==> config.mk <==
export PLATFORM = sky130hd
export DESIGN_NAME = ufx_level_status
export DESIGN_NICKNAME = d
export VERILOG_FILES = /design/src/hdl/ufx_level_status.v
export VERILOG_INCLUDE_DIRS = /design/src /design/src/shared
export SDC_FILE = /design/constraint.sdc
export NUM_CORES = 1
export LEC_CHECK = 0
export BUFFER_PORTS_ARGS = -buffer_cell sky130_fd_sc_hd__buf_4
export CAP_MARGIN = 40
export CORE_UTILIZATION = 56
export DETAILED_ROUTE_END_ITERATION = 10
export GPL_TIMING_DRIVEN = 1
export PLACE_DENSITY = 0.84
export SLEW_MARGIN = 25
export SYNTH_ARGS = -nofsm -noshare
export SYNTH_HDL_FRONTEND = slang
export SYNTH_SLANG_ARGS = --single-unit
==> constraint.sdc <==
create_clock -name pclk -period 3.4 [get_ports pclk]
set_clock_uncertainty 0.05 [all_clocks]
set_input_delay 0.17 -clock pclk [delete_from_list [all_inputs] [get_ports pclk]]
set_output_delay 0.17 -clock pclk [all_outputs]
set_load 0.01 [all_outputs]
==> src/shared/ufx_regs.vh <==
// Register map, reset values and field positions of the UART FIFO level and
// flow-character status slice.
// Included by the design file; holds definitions only.
`ifndef UFX_REGS_VH
`define UFX_REGS_VH

// Printed offsets are register indices; byte address is four times the index
`define UFX_IDX_RX_FILL 8'h10
`define UFX_IDX_TX_EMPTY 8'h11
`define UFX_IDX_RESUME 8'h41
`define UFX_IDX_PAUSE 8'h42
`define UFX_IDX_WAKEUP 8'h43
`define UFX_IDX_EVT_STAT 8'h44
`define UFX_IDX_TX_THRESH 8'h47
`define UFX_IDX_MATCH_CTRL 8'h48
`define UFX_IDX_MATCH_STAT 8'h49

// Reset values
`define UFX_RST_RESUME 8'h11
`define UFX_RST_PAUSE 8'h13
`define UFX_RST_WAKEUP 8'h00
`define UFX_RST_THRESH 8'h00

// Event status field positions
`define UFX_EVT_RX_PAUSE 6
`define UFX_EVT_RX_RESUME 7
`define UFX_EVT_TX_RESUME 4
`define UFX_EVT_TX_PAUSE 5

// Match control bits
`define UFX_CTL_THRESH_OVR 0
`define UFX_CTL_FLOW_EN 1
`define UFX_CTL_WAKE_EN 2
`define UFX_CTL_MATCH_IRQ_EN 3

`endif

==> src/hdl/ufx_level_status.v <==
// FIFO fill and empty level counters, transmit threshold, three compare
// characters and the clear-on-read flow-character event status, on APB.
// Assumes the FIFO, receiver and transmitter run on pclk and give one-cycle
// push, pop, character and sent strobes; no synchronisers are needed.
//
// Behaviour
// - Receive fill count reads 1..255 as plain binary.
// - Fill count zero with receive-ready set means 256 entries full.
// - Writable 8-bit transmit threshold; reaching it requests transmit service.
// - Writing the threshold overrides the mode register trigger level.
// - Transmit empty count reads 1..255 free slots as plain binary.
// - Empty count zero with transmit-ready set means 256 slots free.
// - Resume compare character, writable, resets to 0x11.
// - Pause compare character, writable, resets to 0x13.
// - Wake-up address compare character, writable, resets to 0x00.
// - Compare registers are plain patterns with no fixed hardware action.
// - Matches drive flow, wake-up or interrupt only when enabled.
// - Reading event status clears its upper four bits after returning them.
// - Bits 7:6: 01 pause seen, 10 resume seen, 11 both.
// - Received flags accumulate until the host reads the register.
// - Received flags update regardless of flow and interrupt enables.
// - Every received character is compared with resume and pause registers.
// - Bits 5:4: 01 resume sent, 10 pause sent, 11 both.
// - Sent field reads 00 while automatic flow is off; clears on exit.
`timescale 1ns/1ps
`include "ufx_regs.vh"

module ufx_level_status #(
  parameter DEPTH = 256,
  parameter CW = 9
) (
  // Clock and reset
  input wire pclk,
  input wire presetn,
  // APB slave
  input wire psel,
  input wire penable,
  input wire pwrite,
  input wire [11:0] paddr,
  input wire [31:0] pwdata,
  output wire pready,
  output wire pslverr,
  output reg [31:0] prdata,
  // FIFO activity strobes
  input wire rx_push,
  input wire rx_pop,
  input wire tx_push,
  input wire tx_pop,
  // Receiver character and transmitted flow characters
  input wire rx_char_valid,
  input wire [7:0] rx_char,
  input wire tx_resume_sent,
  input wire tx_pause_sent,
  // Mode register trigger level, used until the threshold is written
  input wire [7:0] mode_tx_trigger,
  // Status and match outputs
  output wire receive_ready_flag,
  output wire transmit_ready_flag,
  output wire tx_service_req,
  output wire flow_pause_hit,
  output wire flow_resume_hit,
  output wire wakeup_hit,
  output wire match_irq
);

  // Limitation: the counters trust the FIFO side. A push into a full FIFO
  // or a pop from an empty one wraps the count; the FIFO control that
  // drives the strobes is expected to block both.

  // Event flags sit at their status-byte position minus the field base
  localparam EV_BASE = `UFX_EVT_TX_RESUME;
  localparam EV_TX_RESUME = `UFX_EVT_TX_RESUME - EV_BASE;
  localparam EV_TX_PAUSE = `UFX_EVT_TX_PAUSE - EV_BASE;
  localparam EV_RX_PAUSE = `UFX_EVT_RX_PAUSE - EV_BASE;
  localparam EV_RX_RESUME = `UFX_EVT_RX_RESUME - EV_BASE;
  // Compare bank: one slot per character register
  localparam NCMP = 3;
  localparam SLOT_RESUME = 0;
  localparam SLOT_PAUSE = 1;
  localparam SLOT_WAKE = 2;
  // Counter constants at counter width; level zero at the 8-bit register width
  localparam [CW-1:0] FREE_ALL = DEPTH[CW-1:0];
  localparam [CW-1:0] CNT_ZERO = {CW{1'b0}};
  localparam [CW-1:0] CNT_ONE = {{(CW-1){1'b0}}, 1'b1};
  localparam [7:0] LEVEL_ZERO = 8'h00;

  // Level counters: occupancy of each FIFO, 0..DEPTH, one bit wider than
  // the 8-bit register codes so that full and empty are told apart
  reg [CW-1:0] rx_cnt_ff;
  reg [CW-1:0] tx_used_ff;
  reg [CW-1:0] nxt_rx_cnt;
  reg [CW-1:0] nxt_tx_used;
  // Compare characters and transmit threshold
  reg [7:0] resume_ff;
  reg [7:0] pause_ff;
  reg [7:0] wakeup_ff;
  reg [7:0] thresh_ff;
  reg thresh_written_ff;
  // Match control: flow enable, wake enable, match interrupt enable
  reg [3:1] ctrl_ff;
  // Sticky flow-character events and the next value
  reg [3:0] evt_ff;
  reg [3:0] nxt_evt;
  // Registered match pulses: [0] pause, [1] resume, [2] wake-up
  reg [2:0] hit_ff;
  reg [2:0] nxt_hit;
  // Read path
  reg [7:0] status_byte;
  reg [31:0] nxt_rdata;

  // APB phase decode; the slave never stretches a transfer
  wire [9:0] idx = paddr[11:2];
  wire setup = psel & ~penable;
  wire acc = psel & penable;
  wire wr = acc & pwrite;
  wire rd = acc & ~pwrite;

  // Register selects; paddr[1:0] is ignored, unmapped indices select nothing
  wire sel_rx_fill = (idx == {2'b00, `UFX_IDX_RX_FILL});
  wire sel_tx_empty = (idx == {2'b00, `UFX_IDX_TX_EMPTY});
  wire sel_resume = (idx == {2'b00, `UFX_IDX_RESUME});
  wire sel_pause = (idx == {2'b00, `UFX_IDX_PAUSE});
  wire sel_wakeup = (idx == {2'b00, `UFX_IDX_WAKEUP});
  wire sel_evt = (idx == {2'b00, `UFX_IDX_EVT_STAT});
  wire sel_thresh = (idx == {2'b00, `UFX_IDX_TX_THRESH});
  wire sel_ctrl = (idx == {2'b00, `UFX_IDX_MATCH_CTRL});
  wire sel_mstat = (idx == {2'b00, `UFX_IDX_MATCH_STAT});

  // Free slots; an empty FIFO gives DEPTH, whose low byte is the zero code
  wire [CW-1:0] tx_free = FREE_ALL - tx_used_ff;
  wire [7:0] tx_free8 = tx_free[7:0];
  wire [7:0] rx_cnt8 = rx_cnt_ff[7:0];
  wire flow_en = ctrl_ff[`UFX_CTL_FLOW_EN];
  wire wake_en = ctrl_ff[`UFX_CTL_WAKE_EN];
  wire irq_en = ctrl_ff[`UFX_CTL_MATCH_IRQ_EN];

  // Compare bank, packed resume, pause, wake-up from bit 0 upward
  wire [8*NCMP-1:0] cmp_chars = {wakeup_ff, pause_ff, resume_ff};
  wire [NCMP-1:0] cmp_eq;
  wire m_resume = cmp_eq[SLOT_RESUME];
  wire m_pause = cmp_eq[SLOT_PAUSE];
  wire m_wake = cmp_eq[SLOT_WAKE];

  // One comparator per character register. Every received character is
  // checked against all of them whatever the enables say, so the status
  // field doubles as a plain pattern detector.
  genvar gi;
  generate
    for (gi = 0; gi < NCMP; gi = gi + 1) begin : g_cmp
      assign cmp_eq[gi] = rx_char_valid & (rx_char == cmp_chars[gi*8 +: 8]);
    end
  endgenerate

  // Trigger level in force: the written threshold once software has set
  // one, the mode register level before that
  wire [7:0] eff_level = thresh_written_ff ? thresh_ff : mode_tx_trigger;

  // Zero-wait slave, errors never reported
  assign pready = 1'b1;
  assign pslverr = 1'b0;

  // Ready flags give the ninth bit that the 8-bit count codes drop
  assign receive_ready_flag = (rx_cnt_ff != CNT_ZERO);
  assign transmit_ready_flag = (tx_free != CNT_ZERO);

  // Service request when free slots reach the effective level. A level of
  // zero stands for 256 free positions, so it only fires on an empty FIFO;
  // the top bit of tx_free is set only in that case.
  assign tx_service_req = transmit_ready_flag &
    ((tx_free[CW-1] == 1'b1) ||
     ((eff_level != LEVEL_ZERO) && (tx_free8 >= eff_level)));

  // Match actions are gated by enables, never by register name alone
  assign flow_pause_hit = hit_ff[0];
  assign flow_resume_hit = hit_ff[1];
  assign wakeup_hit = hit_ff[2];
  // Interrupt only from received flow characters and only when enabled
  assign match_irq = irq_en & (evt_ff[EV_RX_RESUME] | evt_ff[EV_RX_PAUSE]);

  // Receive level: push and pop in one cycle cancel. Strobes must last one
  // cycle; a held strobe counts once per edge.
  always @* begin
    nxt_rx_cnt = rx_cnt_ff;
    if (rx_push & ~rx_pop) begin
      nxt_rx_cnt = rx_cnt_ff + CNT_ONE;
    end else if (rx_pop & ~rx_push) begin
      nxt_rx_cnt = rx_cnt_ff - CNT_ONE;
    end
  end

  // Transmit level, same rules; free slots are derived from it
  always @* begin
    nxt_tx_used = tx_used_ff;
    if (tx_push & ~tx_pop) begin
      nxt_tx_used = tx_used_ff + CNT_ONE;
    end else if (tx_pop & ~tx_push) begin
      nxt_tx_used = tx_used_ff - CNT_ONE;
    end
  end

  // Event status. A set in the read cycle survives the clear; a set in the
  // setup cycle misses the returned value and is then lost to the clear.
  always @* begin
    nxt_evt = evt_ff;
    if (rd && sel_evt) begin
      nxt_evt = 4'h0;
    end
    if (m_resume) begin
      nxt_evt[EV_RX_RESUME] = 1'b1;
    end
    if (m_pause) begin
      nxt_evt[EV_RX_PAUSE] = 1'b1;
    end
    if (flow_en & tx_pause_sent) begin
      nxt_evt[EV_TX_PAUSE] = 1'b1;
    end
    if (flow_en & tx_resume_sent) begin
      nxt_evt[EV_TX_RESUME] = 1'b1;
    end
    // Sent flags read zero whenever automatic flow control is off
    if (~flow_en) begin
      nxt_evt[EV_TX_PAUSE] = 1'b0;
      nxt_evt[EV_TX_RESUME] = 1'b0;
    end
  end

  // Match pulses, one cycle after the character, only with the matching enable
  always @* begin
    nxt_hit = 3'b000;
    nxt_hit[0] = m_pause & flow_en;
    nxt_hit[1] = m_resume & flow_en;
    nxt_hit[2] = m_wake & wake_en;
  end

  // Status byte: received and sent flags at their fields. The low nibble
  // belongs to transmitter state outside this slice and reads zero here.
  always @* begin
    status_byte = 8'h00;
    status_byte[`UFX_EVT_RX_RESUME] = evt_ff[EV_RX_RESUME];
    status_byte[`UFX_EVT_RX_PAUSE] = evt_ff[EV_RX_PAUSE];
    status_byte[`UFX_EVT_TX_PAUSE] = evt_ff[EV_TX_PAUSE];
    status_byte[`UFX_EVT_TX_RESUME] = evt_ff[EV_TX_RESUME];
  end

  // Receive level register
  always @(posedge pclk or negedge presetn) begin
    if (!presetn) begin
      rx_cnt_ff <= CNT_ZERO;
    end else begin
      rx_cnt_ff <= nxt_rx_cnt;
    end
  end

  // Transmit level register; reset means an empty FIFO, all slots free
  always @(posedge pclk or negedge presetn) begin
    if (!presetn) begin
      tx_used_ff <= CNT_ZERO;
    end else begin
      tx_used_ff <= nxt_tx_used;
    end
  end

  // Sticky event flags
  always @(posedge pclk or negedge presetn) begin
    if (!presetn) begin
      evt_ff <= 4'h0;
    end else begin
      evt_ff <= nxt_evt;
    end
  end

  // Match pulses last exactly one cycle; registered so that downstream
  // logic sees a clean strobe rather than a comparator glitch
  always @(posedge pclk or negedge presetn) begin
    if (!presetn) begin
      hit_ff <= 3'b000;
    end else begin
      hit_ff <= nxt_hit;
    end
  end

  // Resume compare character
  always @(posedge pclk or negedge presetn) begin
    if (!presetn) begin
      resume_ff <= `UFX_RST_RESUME;
    end else if (wr && sel_resume) begin
      resume_ff <= pwdata[7:0];
    end
  end

  // Pause compare character
  always @(posedge pclk or negedge presetn) begin
    if (!presetn) begin
      pause_ff <= `UFX_RST_PAUSE;
    end else if (wr && sel_pause) begin
      pause_ff <= pwdata[7:0];
    end
  end

  // Wake-up address compare character
  always @(posedge pclk or negedge presetn) begin
    if (!presetn) begin
      wakeup_ff <= `UFX_RST_WAKEUP;
    end else if (wr && sel_wakeup) begin
      wakeup_ff <= pwdata[7:0];
    end
  end

  // Transmit threshold value; zero means 256 free positions
  always @(posedge pclk or negedge presetn) begin
    if (!presetn) begin
      thresh_ff <= `UFX_RST_THRESH;
    end else if (wr && sel_thresh) begin
      thresh_ff <= pwdata[7:0];
    end
  end

  // Threshold override: set by a threshold write, handed back to the mode
  // level when software writes the control word with the override bit low
  always @(posedge pclk or negedge presetn) begin
    if (!presetn) begin
      thresh_written_ff <= 1'b0;
    end else if (wr && sel_thresh) begin
      thresh_written_ff <= 1'b1;
    end else if (wr && sel_ctrl && !pwdata[`UFX_CTL_THRESH_OVR]) begin
      thresh_written_ff <= 1'b0;
    end
  end

  // Match control word; bit 0 reads back the override state instead.
  // One local word keeps this slice free of the mode registers.
  always @(posedge pclk or negedge presetn) begin
    if (!presetn) begin
      ctrl_ff <= 3'b000;
    end else if (wr && sel_ctrl) begin
      ctrl_ff <= pwdata[3:1];
    end
  end

  // Read mux, in the order of the register map. Unmapped indices read zero;
  // count registers have no write path at all.
  always @* begin
    nxt_rdata = 32'h00000000;
    if (sel_rx_fill) begin
      nxt_rdata[7:0] = rx_cnt8;
    end else if (sel_tx_empty) begin
      nxt_rdata[7:0] = tx_free8;
    end else if (sel_resume) begin
      nxt_rdata[7:0] = resume_ff;
    end else if (sel_pause) begin
      nxt_rdata[7:0] = pause_ff;
    end else if (sel_wakeup) begin
      nxt_rdata[7:0] = wakeup_ff;
    end else if (sel_evt) begin
      nxt_rdata[7:0] = status_byte;
    end else if (sel_thresh) begin
      nxt_rdata[7:0] = thresh_ff;
    end else if (sel_ctrl) begin
      nxt_rdata[3:0] = {ctrl_ff, thresh_written_ff};
    end else if (sel_mstat) begin
      nxt_rdata[2:0] = {transmit_ready_flag, receive_ready_flag, tx_service_req};
    end
  end

  // Read data is captured on the setup cycle, so it stands through the access
  // phase; the status clear lands at the access edge, after the capture.
  // Writes leave prdata alone.
  always @(posedge pclk or negedge presetn) begin
    if (!presetn) begin
      prdata <= 32'h00000000;
    end else if (setup & ~pwrite) begin
      prdata <= nxt_rdata;
    end
  end

endmodule

==> run metrics, run 1 <==
clk buf depth=2; Hold Fails Final Rpt=0; DP Wirelength=10720 um; Synth-to-Final Area Change=13.43%; WP buf/inv=2; post-synth top area share=30.75%; Avg WL per Cell=19.84 um; Clock transition at path regs=0.08 ns; total core area=8848 sq um; synth cell count leaders=dfrtp_1, nand2_1, mux2_2, o21ai_0, nor2_1; top post-synthesis cells by area=dfrtp_1, mux2_2, ha_1; failing checks=DRC; Avg Vias per Cell=6.527; Setup Crit Path Kind=reg -> out; fraction of layout cells with a size suffix above 1=23.16%; first-pass GRT wire length=22940 um; I/O Pins=113; final period utilization=94.65%; Setup Total Neg Slack=0 ns; Num CTS Buffers=9; DRC violations left=3; GRT met1 Usage=41.01%; post-route ant nets=0; gr usage total=30.31%; Critical Path RT=3.18 ns; sequential element share of the synthesized area=33.27%; Post-synth EDFFs=0; Detailed Route WL=14310 um; Crit path max-delay family=simple AND/OR/NAND/NOR gates; maximum number of pins on one net before global-route repair=52; chip height=98.45 um; initial antenna violation count=0; fmax=310.7 MHz; worst hold path type=in -> reg; I/O Buffers=60; area leader, netlist=dfrtp_1; CP startpoint kind=flip-flop; Die Footprint=9691 sq um; Pleak=2.548 nW; CP Cell Sequence=inv_2 -> ha_2 -> or4b_1 -> nor2_1 -> xnor2_1 -> ha_1 -> nand2_1 -> o21ai_0 -> a21o_1 -> a31o_2 -> buf_4; P per Cell Area=591.5 nW/um^2; CTS tree=done; YS warnings=0; CP Max Fanout=8; met2 Use GR=47.89%; CP arrival=3.00 ns; synthesized area per cell=9.368 sq um; worst IR drop on VDD=466.8 uV; Distinct cells, synth=64; Worst Setup End Kind=primary output; row cnt=34; Syn Inst Count=556; ANT cells=0; power consumption=0.003495 W; total gr overflow=0; drt pass-1 iters=11; Die W=98.45 um; busiest layer in global routing=met2; Sink Count=69; worst slew pin tran=0.8324 ns; Nets=707; RSZ-0062 raised after global routing=no; worst relative slew slack=44.39%; CP max stage delay=0.49 ns; fin. max-slew vios=0; vias in the first global route=4533; Async SR Flop Fraction=100.0%; final count of negative-setup-slack endpoints=0; initial core utilization=58.87%; slowest CP cell=dfrtp_2; Tmin final=3.218 ns; most frequent cell after synthesis=dfrtp_1; routed via count=4706; CTS root buf=clkbuf_8; Final GP Congestion=0.9123; Yosys reg bits=69; Main synth FF type=dfrtp_1; status=finished, violations left; max-cap violations=0; Mapped Area=5209 sq um; 1st-iter DRT viols=497; worst-skew pair later-pin latency=0.35 ns; CTS H-tree lvls=3; grt met3 use=5.532%
[cell usage in the layout, fill, tap and decap left out, types with 7 or more instances in the layout]
cell type  count
mux2i_1       12
a211oi_1      10
nor3b_1       13
xnor2_1       27
nor3_1        12
nor4_1         8
nand2_1       41
clkbuf_8      12
dfrtp_1       63
o31ai_1        7
conb_1        26
mux2_2        40
inv_1         14
a21oi_1       22
nand4_1        9
nand3_1       19
xor2_1        11
nor2_1        28
buf_4         62
o211ai_1       7
o21ai_0       29
a21o_1        10
ha_1          24
a31oi_1        7
[flip-flops by register name (all words and copies together), names as in the netlist]
signal / count
rx_cnt_ff: 9
tx_used_ff: 9
pause_ff: 8
prdata: 8
resume_ff: 8
thresh_ff: 8
wakeup_ff: 8
evt_ff: 4
ctrl_ff: 3
hit_ff: 3
thresh_written_ff: 1
[final timing paths]
check / cells past startpoint / endpoint / slack [ns] / start
worst max-delay path: 11 / tx_service_req / 0.18 / tx_used_ff[0]$_DFFE_PN0P_
worst min-delay path: 3 / evt_ff[0]$_DFFE_PN0P_ / 0.003 / tx_resume_sent
worst max register to register: 11 / prdata[0]$_DFFE_PN0P_ / 0.68 / tx_used_ff[0]$_DFFE_PN0P_
worst min register to register: 2 / prdata[7]$_DFFE_PN0P_ / 0.46 / prdata[7]$_DFFE_PN0P_
max in group asynchronous: 3 / resume_ff[4]$_DFFE_PN1P_ / 2.51 / presetn
min in group asynchronous: 2 / hit_ff[2]$_DFF_PN0_ / 0.19 / presetn
[timing repair]
item                                   4_1_cts  5_1_grt
setup endpoints to repair                    0        1
endpoints found under the hold margin       67        0
hold buffers                                 1        0
gates resized for setup                      0        4
buffers inserted                             0        0
[final cells by class]
cell class	instances	area (sq um)
timing repair buffer	65	508.0
multi-input combinational	448	3232
inverter	15	56.30
sequential	69	1734
tap	108	135.1
clock buffer	12	165.2
fill	710	2940
clock inverter	4	77.57
[cells by family (layout without fill, tap and decap cells)]
logic type / count (synthesis) / in the layout / share of synthesized area [%]
adder cells (fa/ha/maj): 27 / 27 / 6.774
XOR/XNOR: 38 / 38 / 6.390
flip-flops: 69 / 69 / 33.27
buffers and inverters: 63 / 96 / 6.558
AND/OR/NAND/NOR: 175 / 175 / 18.74
other: 2 / 26 / 0.1442
multiplexers: 52 / 52 / 10.95
AO/OA/AOI/OAI: 130 / 130 / 17.18
[stage by stage]
stage	hold WS, ns	instance area [sq um]	util (%)	cells	setup slack [ns]
finish	0.003066	5908	66.77	721	0.1818
global placement	0.2903	5614	63.45	702	0.5605
global route	0.004741	5908	66.77	721	0.04022
detailed placement	0.02587	5642	63.76	703	0.4589
CTS	0.003367	5894	66.61	720	0.04855
floorplan	-0.1756	5299	-	580	0.8174
[per-layer routing]
layer,part of all wire [%],up-vias,wire [um]
li1,-,2123,-
met1,42,2276,5963
met2,47,250,6659
met3,8.5,57,1210
met4,3.3,0,475
met5,0,-,0
[where the power goes]
group	total [W]	switching [W]	internal [W]	leakage [nW]
clock	0.000818	0.000340	0.000478	0.123
combinational	0.00153	0.000829	0.000696	1.53
sequential	0.00115	0.000206	0.000945	0.897
[tightest hold or removal path: stages]
cell and delay [ns]:
buf_4 0.08, a21oi_1 0.03, nor2_1 0.08
Note: power is estimated with default switching activity, not from simulation.
==> inputs of run 2 (changes only) <==
Settings changed: ABC_AREA set to 1, CORE_MARGIN set to 4, CORE_UTILIZATION 56 to 55, PLACE_DENSITY 0.84 to 0.83, SLEW_MARGIN 25 to 20.
==> run 2 against run 1 <==
Compared with the run above:
- the flow now finishes without violations
- register-to-register slack better by 0.02 ns
- die area grew 6.9%
- highest routed layer unchanged
- routed wire length down 12%
- non-clock buffer count fell by 2
- synthesized area down 7.1%
- clock power fell by 21%
- critical endpoint unchanged
- core utilization fell by 1.5 points
==> run metrics, run 2 <==
ANT cells=0 (unchanged); vias in the first global route=4273 (-5.7%); DRC violations left=0 (-3); area leader, netlist=dfrtp_1; Syn Inst Count=658 (+18%); total gr overflow=0 (unchanged); Mapped Area=4838 sq um (-7.1%); Worst Setup End Kind=primary output; routed via count=4645 (-1.3%); sequential element share of the synthesized area=35.82% (+2.5 points); Top Registers=rx_cnt_ff: 9 flops, tx_used_ff: 9 flops; worst IR drop on VDD=377.1 uV (-19%); P per Cell Area=550.5 nW/um^2 (-6.9%); Setup Crit Path Kind=reg -> out; max-cap violations=0 (unchanged); fin. max-slew vios=0 (unchanged); Die Footprint=10360 sq um (+6.9%); Final Non-Filler Cells=831 (+15%); status=complete, no violations; final period utilization=88.05% (-6.6 points); Avg WL per Cell=15.19 um (-23%); row cnt=33 (-2.9%); Hold Fails Final Rpt=0 (unchanged); Die W=101.8 um (+3.4%); worst hold path type=in -> reg; 1st-iter DRT viols=364 (-27%); Num CTS Buffers=9 (unchanged); worst-skew pair later-pin latency=0.35 ns (about the same); top post-synthesis cells by area=dfrtp_1, nand2_1, ha_1; total core area=8382 sq um (-5.3%); drt pass-1 iters=5 (-6); CP arrival=2.77 ns (-0.23 ns); Main synth FF type=dfrtp_1; Avg Vias per Cell=5.590 (-14%); CTS H-tree lvls=3 (unchanged); fraction of layout cells with a size suffix above 1=14.05% (-9.1 points); Nets=821 (+16%); Yosys reg bits=69 (unchanged); synth cell count leaders=nand2_1, inv_1, dfrtp_1, o21ai_0, nor2_1; busiest layer in global routing=met2; Post-synth EDFFs=0 (unchanged); most frequent cells in the layout=nand2_1, inv_1, dfrtp_1; commonest non-fill, non-tap cell in the layout=nand2_1; filler cell count=731 (+3.0%); final count of negative-setup-slack endpoints=0 (unchanged); post-route ant nets=0 (unchanged); Clock transition at path regs=0.07 ns (about the same); Final GP Congestion=0.9903 (+8.5%); placed insts=814 (+16%); post-synth top area share=33.10% (+2.4 points); first-pass GRT wire length=20510 um (-11%); final instance area=5472 sq um (-7.4%); YS warnings=0 (unchanged); worst hold slack=0.008510 ns (+0.005444 ns); fmax=334.1 MHz (+7.5%); worst relative slew slack=45.66% (+1.3 points); I/O Pins=113 (unchanged); Pleak=2.732 nW (+7.2%); Critical Path RT=3.18 ns (about the same); Detailed Route WL=12620 um (-12%); Post-CTS Setup Inserts=0 (unchanged); RSZ-0062 raised after global routing=no; Placement Cell Area=5270 sq um (-6.6%); Setup Total Neg Slack=0 ns (unchanged); GRT met1 Usage=34.73% (-6.3 points); met2 Use GR=40.29% (-7.6 points); worst slew pin tran=0.8076 ns (-0.02481 ns); DP Wirelength=9920 um (-7.4%); Sink Count=69 (unchanged); most frequent cell after synthesis=nand2_1; CP startpoint kind=flip-flop; I/O Buffers=60 (unchanged); gr usage total=25.20% (-5.1 points); synthesized area per cell=7.353 sq um (-22%); initial core utilization=57.73% (-1.1 points); initial antenna violation count=0 (unchanged); grt met3 use=4.614% (-0.92 points); maximum number of pins on one net before global-route repair=45 (-13%); chip height=101.8 um (+3.4%); CP Max Fanout=6 (-2); Async SR Flop Fraction=100.0% (unchanged); Distinct cells, synth=46 (-28%); CTS root buf=clkbuf_8; CTS tree=done; clk buf depth=2 (unchanged); power consumption=0.003012 W (-14%); Synth-to-Final Area Change=13.09%; Tmin final=2.994 ns (-0.2247 ns)
-- run 2: changes by cell type after synthesis, sizes merged, moves of 7 or more --
cell / change
xnor2: -21
mux2i: -12
inv: +65
nand2: +162
o31ai: -7
nor3b: -14
nor2: +17
nand4: +7
nand3: +7
clkbuf: -12
o21ai: +35
a21o: -9
a211oi: -9
mux2: -40
-- run 2: layout make-up --
class	instances	area [sq um]	area share, %
clock buffers	10	127.6	2.332
well taps	105	131.4	2.401
multi-input cells	497	2628	48.02
flip-flops and latches	69	1733	31.67
repair buffers	63	490.5	8.964
inverters	82	307.8	5.625
clock inverters	5	53.80	0.9833
-- run 2: kinds of logic after synthesis --
family,Yosys count,share of synthesized area (%)
buffers and inverters,116,11.74
DFF,69,35.82
xor gates and xnor gates,17,3.077
and+or+nand+nor,313,29.07
other,2,0.1552
AOI/OAI and AO/OA,114,12.85
adders and majority gates,27,7.293
-- run 2: final timing paths --
kind                                      startpoint                       to  slack (ns)  cells after the start
max in group asynchronous                    presetn  pause_ff[4]$_DFFE_PN1P_        2.47                      3
max reg2reg                tx_used_ff[0]$_DFFE_PN0P_    prdata[0]$_DFFE_PN0P_        0.70                     20
min in group asynchronous                    presetn   ctrl_ff[3]$_DFFE_PN0P_        0.22                      2
max                        tx_used_ff[0]$_DFFE_PN0P_           tx_service_req        0.41                     17
min reg2reg                    prdata[3]$_DFFE_PN0P_    prdata[3]$_DFFE_PN0P_        0.44                      2
min                                   tx_resume_sent    evt_ff[0]$_DFFE_PN0P_       0.009                      3
-- run 2: metrics by stage --
stage,util [%],setup slack (ns)
CTS,65.28,0.4140
detailed placement,62.88,0.7271
finish,65.28,0.4065
global placement,62.64,0.8232
floorplan,-,1.100
global route,65.28,0.1413
-- run 2: power by group --
group / switching (W) / total (W) / leakage (nW) / internal [W]
clock: 0.000311 / 0.000644 / 0.0959 / 0.000332
sequential: 0.000160 / 0.00110 / 0.906 / 0.000938
combinational: 0.000770 / 0.00127 / 1.73 / 0.000500
-- run 2: worst max-delay path: stages, from the launching register on --
cell and delay [ns]:
dfrtp_1 0.45, inv_1 0.19, ha_1 0.22, inv_1 0.06, nor2_2 0.16, nand4_1 0.10
nand2_1 0.11, inv_1 0.07, ha_1 0.28, nand2_1 0.06, nor2_1 0.15, nand4_1 0.10
nand3_1 0.09, nand2_1 0.06, nand2_1 0.08, nand2_1 0.08, inv_1 0.06, buf_4 0.11
-- run 2: repair_timing --
item / in CTS / in global routing
endpoints found under the hold margin: 26 / 0
gates resized for setup: 0 / 0
hold buffers: 2 / 0
-- run 2: metal layers --
layer  share of wire, %  vias to the layer above
met5                  0                        -
met4                2.1                        0
met3                8.5                       32
met2                 46                      231
met1                 43                     2151
li1                   -                     2231
